File: src/hdl/sac_pkg.sv
// package: register map, field positions, reset values and pin map of the aux output control block
package sac_pkg;
  // register word addresses on the control port
  localparam logic [15:0] SAC_ADDR_MODE = 16'he0c8;
  localparam logic [15:0] SAC_ADDR_LOCK = 16'he0c9;
  localparam logic [15:0] SAC_ADDR_HOT = 16'he0ca;
  localparam logic [15:0] SAC_ADDR_ENSTAT = 16'he0cb;
  localparam logic [15:0] SAC_ADDR_LOL = 16'he0cc;
  localparam logic [15:0] SAC_ADDR_PINCTL = 16'he241;
  localparam int SAC_REG_W = 16;

  // enable mode field encodings and reset values
  localparam logic [1:0] SAC_MODE_OFF = 2'h0;
  localparam logic [1:0] SAC_MODE_ON = 2'h1;
  localparam logic [1:0] SAC_MODE_HOT = 2'h2;
  localparam logic [1:0] SAC_MODE_RST = 2'h1;
  localparam logic SAC_HOT_RST = 1'b0;
  localparam logic SAC_LOL_RST = 1'b0;
  localparam logic [2:0] SAC_PINCTL_RST = 3'h0;

  // field positions
  localparam int SAC_BIT_FLAG = 0;
  localparam int SAC_BIT_G1 = 0;
  localparam int SAC_BIT_G2 = 1;
  localparam int SAC_BIT_FMT = 2;

  // synchroniser lanes for inputs arriving from the receiver domain
  localparam int SAC_IN_BCLK = 0;
  localparam int SAC_IN_FCLK = 1;
  localparam int SAC_IN_DATA = 2;
  localparam int SAC_IN_LOCK = 3;
  localparam int SAC_IN_VFC = 4;
  localparam int SAC_IN_BS = 5;
  localparam int SAC_IN_CS = 6;
  localparam int SAC_IN_UD = 7;
  localparam int SAC_IN_VAL = 8;
  localparam int SAC_IN_W = 9;

  // multipurpose pin assignment
  localparam int SAC_PINS = 12;
  localparam int SAC_PIN_VAL = 4;
  localparam int SAC_PIN_UD = 5;
  localparam int SAC_PIN_CS = 6;
  localparam int SAC_PIN_BS = 7;
  localparam int SAC_PIN_VFC = 8;
  localparam int SAC_PIN_SD = 9;
  localparam int SAC_PIN_BC = 10;
  localparam int SAC_PIN_FC = 11;

  // tdm framing: 8 slots of 32 bits
  localparam int SAC_WORD_W = 32;
  localparam logic [2:0] SAC_SLOT_LEFT = 3'h0;
  localparam logic [2:0] SAC_SLOT_AUX = 3'h1;
  localparam logic [2:0] SAC_SLOT_RIGHT = 3'h4;
  localparam logic [7:0] SAC_CNT_RST = 8'h00;
  localparam logic [5:0] SAC_HALF_BITS = 6'h20;
  // aux slot bit positions, top seven bits of the slot
  localparam int SAC_AUX_BS = 31;
  localparam int SAC_AUX_CS_R = 30;
  localparam int SAC_AUX_CS_L = 29;
  localparam int SAC_AUX_UD_R = 28;
  localparam int SAC_AUX_UD_L = 27;
  localparam int SAC_AUX_VAL_R = 26;
  localparam int SAC_AUX_VAL_L = 25;
endpackage

File: src/hdl/sac_aux_out.sv
// module: receiver aux output enable, lock handling, i2s/tdm formatting onto multipurpose pins
`timescale 1ns/100ps
module sac_aux_out (
  input wire logic mclk,
  input wire logic reset,
  input wire logic [15:0] reg_addr,
  input wire logic [15:0] reg_wdata,
  input wire logic reg_wr,
  input wire logic reg_rd,
  output logic [15:0] reg_rdata,
  input wire logic rx_bit_clk,
  input wire logic rx_frame_clk,
  input wire logic rx_data,
  input wire logic rx_lock,
  input wire logic rx_virt_frame_clk,
  input wire logic rx_block_start,
  input wire logic rx_chan_status,
  input wire logic rx_user_data,
  input wire logic rx_validity,
  input wire logic [11:0] gpio_out,
  input wire logic [11:0] gpio_oe,
  output logic [11:0] multipurpose_pin_out,
  output logic [11:0] multipurpose_pin_oe,
  output logic rx_enable,
  output logic sample_rate_converter_mute
);

  ////////////////////////////////////////////////////////////////////////////////
  // input synchroniser: three stages, change accepted when stages two and three agree
  logic [8:0] sync1, sync2, sync3, filt, filt_prev;
  logic [8:0] next_filt;
  logic [8:0] rx_bus;

  assign rx_bus = {rx_validity, rx_user_data, rx_chan_status, rx_block_start, rx_virt_frame_clk,
                   rx_lock, rx_data, rx_frame_clk, rx_bit_clk};

  // a single stage glitch never reaches the edge detectors
  always_comb begin
    for (int i = 0; i < sac_pkg::SAC_IN_W; i++) begin
      next_filt[i] = (sync2[i] == sync3[i]) ? sync3[i] : filt[i];
    end
  end

  always_ff @(posedge mclk or posedge reset) begin
    if (reset) begin
      sync1 <= 9'h000;
      sync2 <= 9'h000;
      sync3 <= 9'h000;
      filt <= 9'h000;
      filt_prev <= 9'h000;
    end else begin
      sync1 <= rx_bus;
      sync2 <= sync1;
      sync3 <= sync2;
      filt <= next_filt;
      filt_prev <= filt;
    end
  end

  logic lock, lock_fall, bclk_rise, bclk_fall, fclk_fall, fclk_rise;
  assign lock = filt[sac_pkg::SAC_IN_LOCK];
  assign lock_fall = filt_prev[sac_pkg::SAC_IN_LOCK] & ~lock;
  assign bclk_rise = filt[sac_pkg::SAC_IN_BCLK] & ~filt_prev[sac_pkg::SAC_IN_BCLK];
  assign bclk_fall = filt_prev[sac_pkg::SAC_IN_BCLK] & ~filt[sac_pkg::SAC_IN_BCLK];
  assign fclk_fall = filt_prev[sac_pkg::SAC_IN_FCLK] & ~filt[sac_pkg::SAC_IN_FCLK];
  assign fclk_rise = filt[sac_pkg::SAC_IN_FCLK] & ~filt_prev[sac_pkg::SAC_IN_FCLK];

  ////////////////////////////////////////////////////////////////////////////////
  // control registers and output enable state
  logic [1:0] mode, next_mode;
  logic hot, next_hot;
  logic lol, next_lol;
  logic [2:0] pinctl, next_pinctl;
  logic aux_en, next_aux_en;
  logic [15:0] next_rdata;

  // hardware clear of hot enable beats a same-cycle software write
  always_comb begin
    next_mode = mode;
    next_hot = hot;
    next_lol = lol;
    next_pinctl = pinctl;
    next_rdata = reg_rdata;
    if (reg_wr) begin
      case (reg_addr)
        sac_pkg::SAC_ADDR_MODE: next_mode = reg_wdata[1:0];
        sac_pkg::SAC_ADDR_HOT: next_hot = reg_wdata[sac_pkg::SAC_BIT_FLAG];
        sac_pkg::SAC_ADDR_LOL: next_lol = reg_wdata[sac_pkg::SAC_BIT_FLAG];
        sac_pkg::SAC_ADDR_PINCTL: next_pinctl = reg_wdata[2:0];
        default: ;
      endcase
    end
    if (lock_fall) begin
      next_hot = 1'b0;
    end
    case (mode)
      sac_pkg::SAC_MODE_OFF: next_aux_en = 1'b0;
      sac_pkg::SAC_MODE_ON: next_aux_en = 1'b1;
      sac_pkg::SAC_MODE_HOT: next_aux_en = hot & lock;
      default: next_aux_en = 1'b0;
    endcase
    if (reg_rd) begin
      case (reg_addr)
        sac_pkg::SAC_ADDR_MODE: next_rdata = {14'h0000, mode};
        sac_pkg::SAC_ADDR_LOCK: next_rdata = {15'h0000, lock};
        sac_pkg::SAC_ADDR_HOT: next_rdata = {15'h0000, hot};
        sac_pkg::SAC_ADDR_ENSTAT: next_rdata = {15'h0000, aux_en};
        sac_pkg::SAC_ADDR_LOL: next_rdata = {15'h0000, lol};
        sac_pkg::SAC_ADDR_PINCTL: next_rdata = {13'h0000, pinctl};
        default: next_rdata = 16'h0000;
      endcase
    end
  end

  always_ff @(posedge mclk or posedge reset) begin
    if (reset) begin
      mode <= sac_pkg::SAC_MODE_RST;
      hot <= sac_pkg::SAC_HOT_RST;
      lol <= sac_pkg::SAC_LOL_RST;
      pinctl <= sac_pkg::SAC_PINCTL_RST;
      aux_en <= 1'b0;
      reg_rdata <= 16'h0000;
    end else begin
      mode <= next_mode;
      hot <= next_hot;
      lol <= next_lol;
      pinctl <= next_pinctl;
      aux_en <= next_aux_en;
      reg_rdata <= next_rdata;
    end
  end

  ////////////////////////////////////////////////////////////////////////////////
  // capture of audio words and aux bits per half frame, tdm slot counter
  logic [7:0] bit_cnt, next_bit_cnt;
  logic [5:0] half_cnt, next_half_cnt;
  logic [31:0] shreg, next_shreg, left_w, next_left_w, left_o, next_left_o, right_o, next_right_o;
  logic [5:0] aux_lr, next_aux_lr;
  logic aux_bs, next_aux_bs;
  logic [6:0] aux_o, next_aux_o;

  // first 32 bits of each half are taken, so 64 and 256 bit clock frames both work
  always_comb begin
    next_bit_cnt = bit_cnt;
    next_half_cnt = half_cnt;
    next_shreg = shreg;
    next_left_w = left_w;
    next_left_o = left_o;
    next_right_o = right_o;
    next_aux_lr = aux_lr;
    next_aux_bs = aux_bs;
    next_aux_o = aux_o;
    if (bclk_fall) begin
      next_bit_cnt = bit_cnt + 8'h01; // advance on falls so each bit stands across the rising edge
    end
    if (bclk_rise && (half_cnt < sac_pkg::SAC_HALF_BITS)) begin
      next_shreg = {shreg[30:0], filt[sac_pkg::SAC_IN_DATA]};
      next_half_cnt = half_cnt + 6'h01;
    end
    if (fclk_rise) begin
      next_half_cnt = 6'h00;
      next_left_w = shreg;
      next_aux_lr[1] = filt[sac_pkg::SAC_IN_CS]; // right side status, user, validity
      next_aux_lr[3] = filt[sac_pkg::SAC_IN_UD];
      next_aux_lr[5] = filt[sac_pkg::SAC_IN_VAL];
    end
    // frame start: words and aux of the finished frame move out together
    if (fclk_fall) begin
      next_bit_cnt = sac_pkg::SAC_CNT_RST;
      next_half_cnt = 6'h00;
      next_left_o = left_w;
      next_right_o = shreg;
      next_aux_o = {aux_bs, aux_lr[1], aux_lr[0], aux_lr[3], aux_lr[2], aux_lr[5], aux_lr[4]};
      next_aux_bs = filt[sac_pkg::SAC_IN_BS];
      next_aux_lr[0] = filt[sac_pkg::SAC_IN_CS];
      next_aux_lr[2] = filt[sac_pkg::SAC_IN_UD];
      next_aux_lr[4] = filt[sac_pkg::SAC_IN_VAL];
    end
    if (!lock) begin
      next_left_o = 32'h00000000;
      next_right_o = 32'h00000000;
    end
  end

  always_ff @(posedge mclk or posedge reset) begin
    if (reset) begin
      bit_cnt <= sac_pkg::SAC_CNT_RST;
      half_cnt <= 6'h00;
      shreg <= 32'h00000000;
      left_w <= 32'h00000000;
      left_o <= 32'h00000000;
      right_o <= 32'h00000000;
      aux_lr <= 6'h00;
      aux_bs <= 1'b0;
      aux_o <= 7'h00;
    end else begin
      bit_cnt <= next_bit_cnt;
      half_cnt <= next_half_cnt;
      shreg <= next_shreg;
      left_w <= next_left_w;
      left_o <= next_left_o;
      right_o <= next_right_o;
      aux_lr <= next_aux_lr;
      aux_bs <= next_aux_bs;
      aux_o <= next_aux_o;
    end
  end

  ////////////////////////////////////////////////////////////////////////////////
  // serial formatting and pin drive
  logic frame_run, tdm, g1_on, g2_on, tdm_bit, sd_bit, fc_bit;
  logic [31:0] aux_word;
  logic [4:0] bit_idx;
  logic [11:0] next_pin_out, next_pin_oe;
  logic next_rx_enable, next_mute;

  assign frame_run = lock | lol;
  assign tdm = pinctl[sac_pkg::SAC_BIT_FMT];
  assign g1_on = pinctl[sac_pkg::SAC_BIT_G1] & aux_en;
  assign g2_on = pinctl[sac_pkg::SAC_BIT_G2] & aux_en;
  assign aux_word = {aux_o, 25'h0000000};
  assign bit_idx = 5'h1f - bit_cnt[4:0];

  // slot select from the upper counter bits; unused slots stay at zero
  always_comb begin
    case (bit_cnt[7:5])
      sac_pkg::SAC_SLOT_LEFT: tdm_bit = left_o[bit_idx];
      sac_pkg::SAC_SLOT_AUX: tdm_bit = aux_word[bit_idx];
      sac_pkg::SAC_SLOT_RIGHT: tdm_bit = right_o[bit_idx];
      default: tdm_bit = 1'b0;
    endcase
    sd_bit = lock & (tdm ? tdm_bit : filt[sac_pkg::SAC_IN_DATA]);
    fc_bit = frame_run & (tdm ? (bit_cnt == sac_pkg::SAC_CNT_RST) : filt[sac_pkg::SAC_IN_FCLK]);
    next_pin_out = gpio_out;
    next_pin_oe = gpio_oe;
    if (g1_on) begin
      next_pin_out[sac_pkg::SAC_PIN_SD] = sd_bit;
      next_pin_out[sac_pkg::SAC_PIN_BC] = filt[sac_pkg::SAC_IN_BCLK];
      next_pin_out[sac_pkg::SAC_PIN_FC] = fc_bit;
      next_pin_oe[sac_pkg::SAC_PIN_FC:sac_pkg::SAC_PIN_SD] = 3'h7;
    end
    if (g2_on) begin
      next_pin_out[sac_pkg::SAC_PIN_VAL] = filt[sac_pkg::SAC_IN_VAL];
      next_pin_out[sac_pkg::SAC_PIN_UD] = filt[sac_pkg::SAC_IN_UD];
      next_pin_out[sac_pkg::SAC_PIN_CS] = filt[sac_pkg::SAC_IN_CS];
      next_pin_out[sac_pkg::SAC_PIN_BS] = filt[sac_pkg::SAC_IN_BS];
      next_pin_out[sac_pkg::SAC_PIN_VFC] = frame_run & filt[sac_pkg::SAC_IN_VFC];
      next_pin_oe[sac_pkg::SAC_PIN_VFC:sac_pkg::SAC_PIN_VAL] = 5'h1f;
    end
    next_rx_enable = frame_run;
    next_mute = ~frame_run;
  end

  always_ff @(posedge mclk or posedge reset) begin
    if (reset) begin
      multipurpose_pin_out <= 12'h000;
      multipurpose_pin_oe <= 12'h000;
      rx_enable <= 1'b0;
      sample_rate_converter_mute <= 1'b1;
    end else begin
      multipurpose_pin_out <= next_pin_out;
      multipurpose_pin_oe <= next_pin_oe;
      rx_enable <= next_rx_enable;
      sample_rate_converter_mute <= next_mute;
    end
  end
endmodule

File: config.mk
export PLATFORM = sky130hd
export DESIGN_NAME = sac_aux_out
export DESIGN_NICKNAME = d
export VERILOG_FILES = /design/src/hdl/sac_pkg.sv /design/src/hdl/sac_aux_out.sv
export SDC_FILE = /design/constraint.sdc
export NUM_CORES = 1
export LEC_CHECK = 0
export BUFFER_PORTS_ARGS = -buffer_cell sky130_fd_sc_hd__buf_2
export CAP_MARGIN = 10
export CORE_MARGIN = 5
export CORE_UTILIZATION = 35
export DETAILED_ROUTE_END_ITERATION = 12
export GPL_TIMING_DRIVEN = 0
export HOLD_SLACK_MARGIN = 0.12
export PLACE_DENSITY = 0.63
export SLEW_MARGIN = 10
export SYNTH_ARGS = -nofsm -noshare
export SYNTH_HDL_FRONTEND = slang
export SYNTH_SLANG_ARGS = --single-unit
File: constraint.sdc
create_clock -name mclk -period 12 [get_ports mclk]
set_input_delay 2.4 -clock mclk [delete_from_list [all_inputs] [get_ports mclk]]
set_output_delay 2.4 -clock mclk [all_outputs]
set_load 0.1 [all_outputs]
---- After elaboration in Yosys (flattened, before gate mapping) ----
Cells that the tools add are included.
word-level totals
  output and inout bits ................... 42
  input port bits ......................... 69
  word-level logic and storage cells ...... 114
  register bits ........................... 246
operators by class
  bitwise gates (word level) .............. 18
  muxes and demuxes ....................... 27
  add/subtract/negate cells ............... 3
  equal/unequal tests ..................... 20
  magnitude comparators ................... 2
  reductions and logical operators ........ 11
operators by type and width
  operator                number
  $mux W32                4
  $eq A16 B16 Y1 const B  6
  $mux W6                 3
  $pmux W3 S6             1
  $mux W8                 2
  $bmux W1 S5             3
  $and A1 B1 Y1           11
  $mux W5                 2
  $eq A1 B1 Y1            9
  $add A8 B1 Y8 const B   1
  $logic_not A8 Y1        1
  $mux W1                 8
  $reduce_and A2 Y1       4
  $add A6 B1 Y6 const B   1
  $lt A5 B6 Y1 const B    1
  $lt A6 B6 Y1 const B    1
  $mux W3                 2
  $not A1 Y1              6
  $reduce_bool A2 Y1      3
  $sub A5 B5 Y5 const A   1
  $eq A3 B1 Y1 const B    1
  $eq A3 B3 Y1 const B    1
  $logic_not A3 Y1        1
  $pmux W1 S3             1
  other kinds (7)         7

---- Longest topological paths before layout ----
  depth in word-level cells ............... 7
  gate-level depth with buffers ........... 8
  gate-level depth less buffers ........... 7

---- Worst setup path after synthesis ----
OpenSTA, ideal clock, no wires.
  kind .................................... in2reg
  from .................................... in reg_addr[5]
  to ...................................... reg pinctl[0]
  arrival ................................. 3,850 ps
  data required time ...................... 11,873 ps
  path buffers ............................ 0
  slack ................................... 8,023 ps
  library setup time ...................... 127 ps
  stages .................................. 5
  path through ............................ or4b_1 > nor4_2 > and3_1 > and2_2 > mux2_1
on the way
  word-level cells in the longest chain between the ends .. 2
RTL lines
  item                                RTL line            RTL
  start: declaration                  sac_aux_out.sv:6    input wire logic [15:0] reg_addr,
  $eq A16 B16 Y1                      sac_aux_out.sv:85   case (reg_addr)
  $reduce_and A2 Y1 (no source line)  n/a
  end signal: assignment              sac_aux_out.sv:120  pinctl <= sac_pkg::SAC_PINCTL_RST;
  end signal: assignment              sac_aux_out.sv:127  pinctl <= next_pinctl;
  end: declaration                    sac_aux_out.sv:73   logic [2:0] pinctl, next_pinctl;
Every way passes these cells.
A chain may end at the register's enable or synchronous reset.

---- Worst setup path after layout ----
  from .................................... reg sample_rate_converter_mute
  to ...................................... out sample_rate_converter_mute
RTL lines
  item                      RTL line            RTL
  start: declaration        sac_aux_out.sv:25   output logic sample_rate_converter_mute
  start signal: assignment  sac_aux_out.sv:264  sample_rate_converter_mute <= next_mute;
No word-level cell between the ends.

==> reports/metrics.cfg <==
[job]
cap_violations = 0

[sta]
fin_skew_ns = 0.00716
tightest_slew_ns = 0.824
worst_slack_ns = 8.17
setup_tns_ns = 0
setup_viol = 0
max-slew-margin-rel = 0.451
maxSlewViolCount = 0
rsz0062_at_grt = no
hold_viol = 0
finalCritPeriodShare = 0.319
period_needed_ns = 3.83
fin_hold_ws_ns = 0.347
max_clock_freq_mhz = 261

[hold_path]
min_path_type = reg -> reg

[worst_setup_path]
cpMaxStageDelayCell = dfstp_2
startpoint_type = flop
r2r_slack_ns = 9.59
path_cells = buf_2
endpoint_kind = primary output
worstSetupPathType = reg -> out
cp_max_fo = 1
worst_ep_required_time_ns = 9.60
critPathMaxStageDelay_ns = 0.51
path_buf_inv = 1
crit_arrival_ns = 1.43
critical_path.top_delay_family = flip-flops

[detailed_routing]
first_pass_iters = 4
vias = 5582
post_drt_wl_per_cell_um = 16.0
antenna_left = 0
drcViolationCount = 0
wl_um = 18800
drt-vias-per-instance = 4.75
drtIter0Drc = 363

[final_layout]
antennaDiodeCount = 0
final_common_cell = dfrtp_1
fillers = 2487
area_growth_pct = 18.3
layout_common_cells = dfrtp_1, buf_2, nor2_1
num-nets-final = 892
layout-drive-gt1-share = 0.289

[floorplan]
core.rowCount = 60
start_util = 0.353
io_pins = 111
die_y_um = 174
die_w_um = 174
core_area_um2 = 26800
dieArea_um2 = 30400

[global_route]
overflow = 0
grt_pass1_vias = 5814
grt_pass1_wl_um = 31000
track_usage = 0.123
antenna_found_initial = 0
grt_max_degree = 110

[placed_design]
portBuffers = 84
dp_hpwl_um = 12900
place_congestion = 0.788
dpl_worst_slack_ns = 7.78

[cts]
cts_tree = done
cts_root_buf = clkbuf_16
ctsHoldBuffers = 0
postCtsResizedCells = 0
htreeDepth = 1
cts.sinks = 232
cts_buffers = 24
clk_path_buf_depth = 3
post_cts_buffers = 0
clk_latency_ns = 0.51
clkTransAtPathRegs_ns = 0.06

[power_and_ir_drop]
p_per_area_nw_per_um2 = 184
leakagePower_nw = 5.21
p_total_mw = 2.06
ir_worst_vdd_mv = 0.100

[yosys]
ys_top_cells_by_area = dfrtp_1, mux2_2, mux2i_1, nor2_1, mux4_2
ys.flop_type = dfrtp_1
syn_area_per_cell_um2 = 13.7
ys_async_sr_fraction = 1.00
synth_top_cell_area_share = 0.608
synth-edff-count = 0
synth_top_area_cell = dfrtp_1
synth_cells = 692
synth_warnings = 0
ys_ff_latch = 232
synth-seq-area-share = 0.614
synth_cell_type_count = 49
netlist_area_um2 = 9460

[outcome]
status = finished clean

[power by group]
group	leakage (nW)	internal [mW]	switching (mW)
Clock	0.378	0.436	0.294
Sequential	3.00	0.888	0.0697
Combinational	1.83	0.155	0.215
[stage by stage]
stage                      util  std cells  instance area [um2]
after floorplan               -        704                 9500
after global placement    0.386       1129                10400
after detailed placement  0.389       1131                10400
after CTS                 0.418       1175                11200
after global routing      0.418       1175                11200
final                     0.418       1175                11200
[routing by layer]
layer | routed length, um | GRT usage | vias to the layer above | part of all wire
li1 | - | - | 2629 | -
met1 | 8890 | 0.175 | 2836 | 0.47
met2 | 8800 | 0.198 | 91 | 0.47
met3 | 731 | 0.0213 | 26 | 0.039
met4 | 403 | 0.0290 | 0 | 0.021
met5 | 0 | 0 | - | 0
[cell type report]
cell class                 count  area [um2]  area share
clock buffer                  40         732      0.0654
buffer                        47         245      0.0219
clock inverter                 4        47.5     0.00425
timing repair buffer          86         475      0.0425
inverter                      10        45.0     0.00402
tap                          341         427      0.0381
multi-input combinational    415        3410       0.305
sequential                   232        5810       0.519
[cells in the mapped netlist, types with 3 or more instances]
cell type and instances:
buf_2 10, and4_1 3, mux2i_1 81, maj3_1 9, nor3_1 6, nand2b_1 11, a22oi_1 5, buf_1 4
and2_1 4, nor2_1 85, mux2_2 77, dfrtp_1 230, nand3_1 11, a21oi_1 5, nand2_1 23, buf_4 13
mux4_2 12, inv_1 10, ha_1 7, clkbuf_1 19, xnor2_1 4, nor2b_1 6, mux2_1 13, xor2_1 3
o21ai_1 4, and3_1 3, o21ai_0 4
[state kept, by name, indices dropped and copies added (netlist names), 7 cells and up]
signal and count:
left_o 32, left_w 32, right_o 32, shreg 32, multipurpose_pin_oe 12, multipurpose_pin_out 12
filt 9, sync1 9, sync2 9, sync3 9, bit_cnt 8, aux_o 7
[logic make-up (layout without fill, tap and decap cells)]
logic type / count (synthesis) / in the layout / synth area share
flip-flops: 232 / 232 / 0.614
multiplexers: 185 / 185 / 0.227
AND/OR/NAND/NOR: 165 / 165 / 0.0829
buffers and inverters: 57 / 187 / 0.0299
AO/OA/AOI/OAI: 29 / 29 / 0.0205
adder cells (fa/ha/maj): 16 / 16 / 0.0188
XOR/XNOR: 7 / 7 / 0.00648
other: 1 / 13 / 0.000396
[final timing paths]
check | start | to | cells past startpoint
max in group asynchronous | reset | shreg[22] | 3
worst min-delay path | sync1[7] | sync2[7] | 0
worst max register to register | filt[1] | right_o[17] | 7
worst max-delay path | sample_rate_converter_mute | sample_rate_converter_mute | 1
worst min register to register | sync1[7] | sync2[7] | 0
min in group asynchronous | reset | multipurpose_pin_oe[0] | 2
[worst reg2reg max path: stages (launching register included)]
cell      delay [ns]
dfrtp_1         0.46
inv_1           0.09
ha_1            0.14
clkbuf_1        0.25
clkbuf_1        0.58
buf_2           0.45
mux2i_1         0.24
nor2_1          0.06
Power figures use the tool's default switching activity.
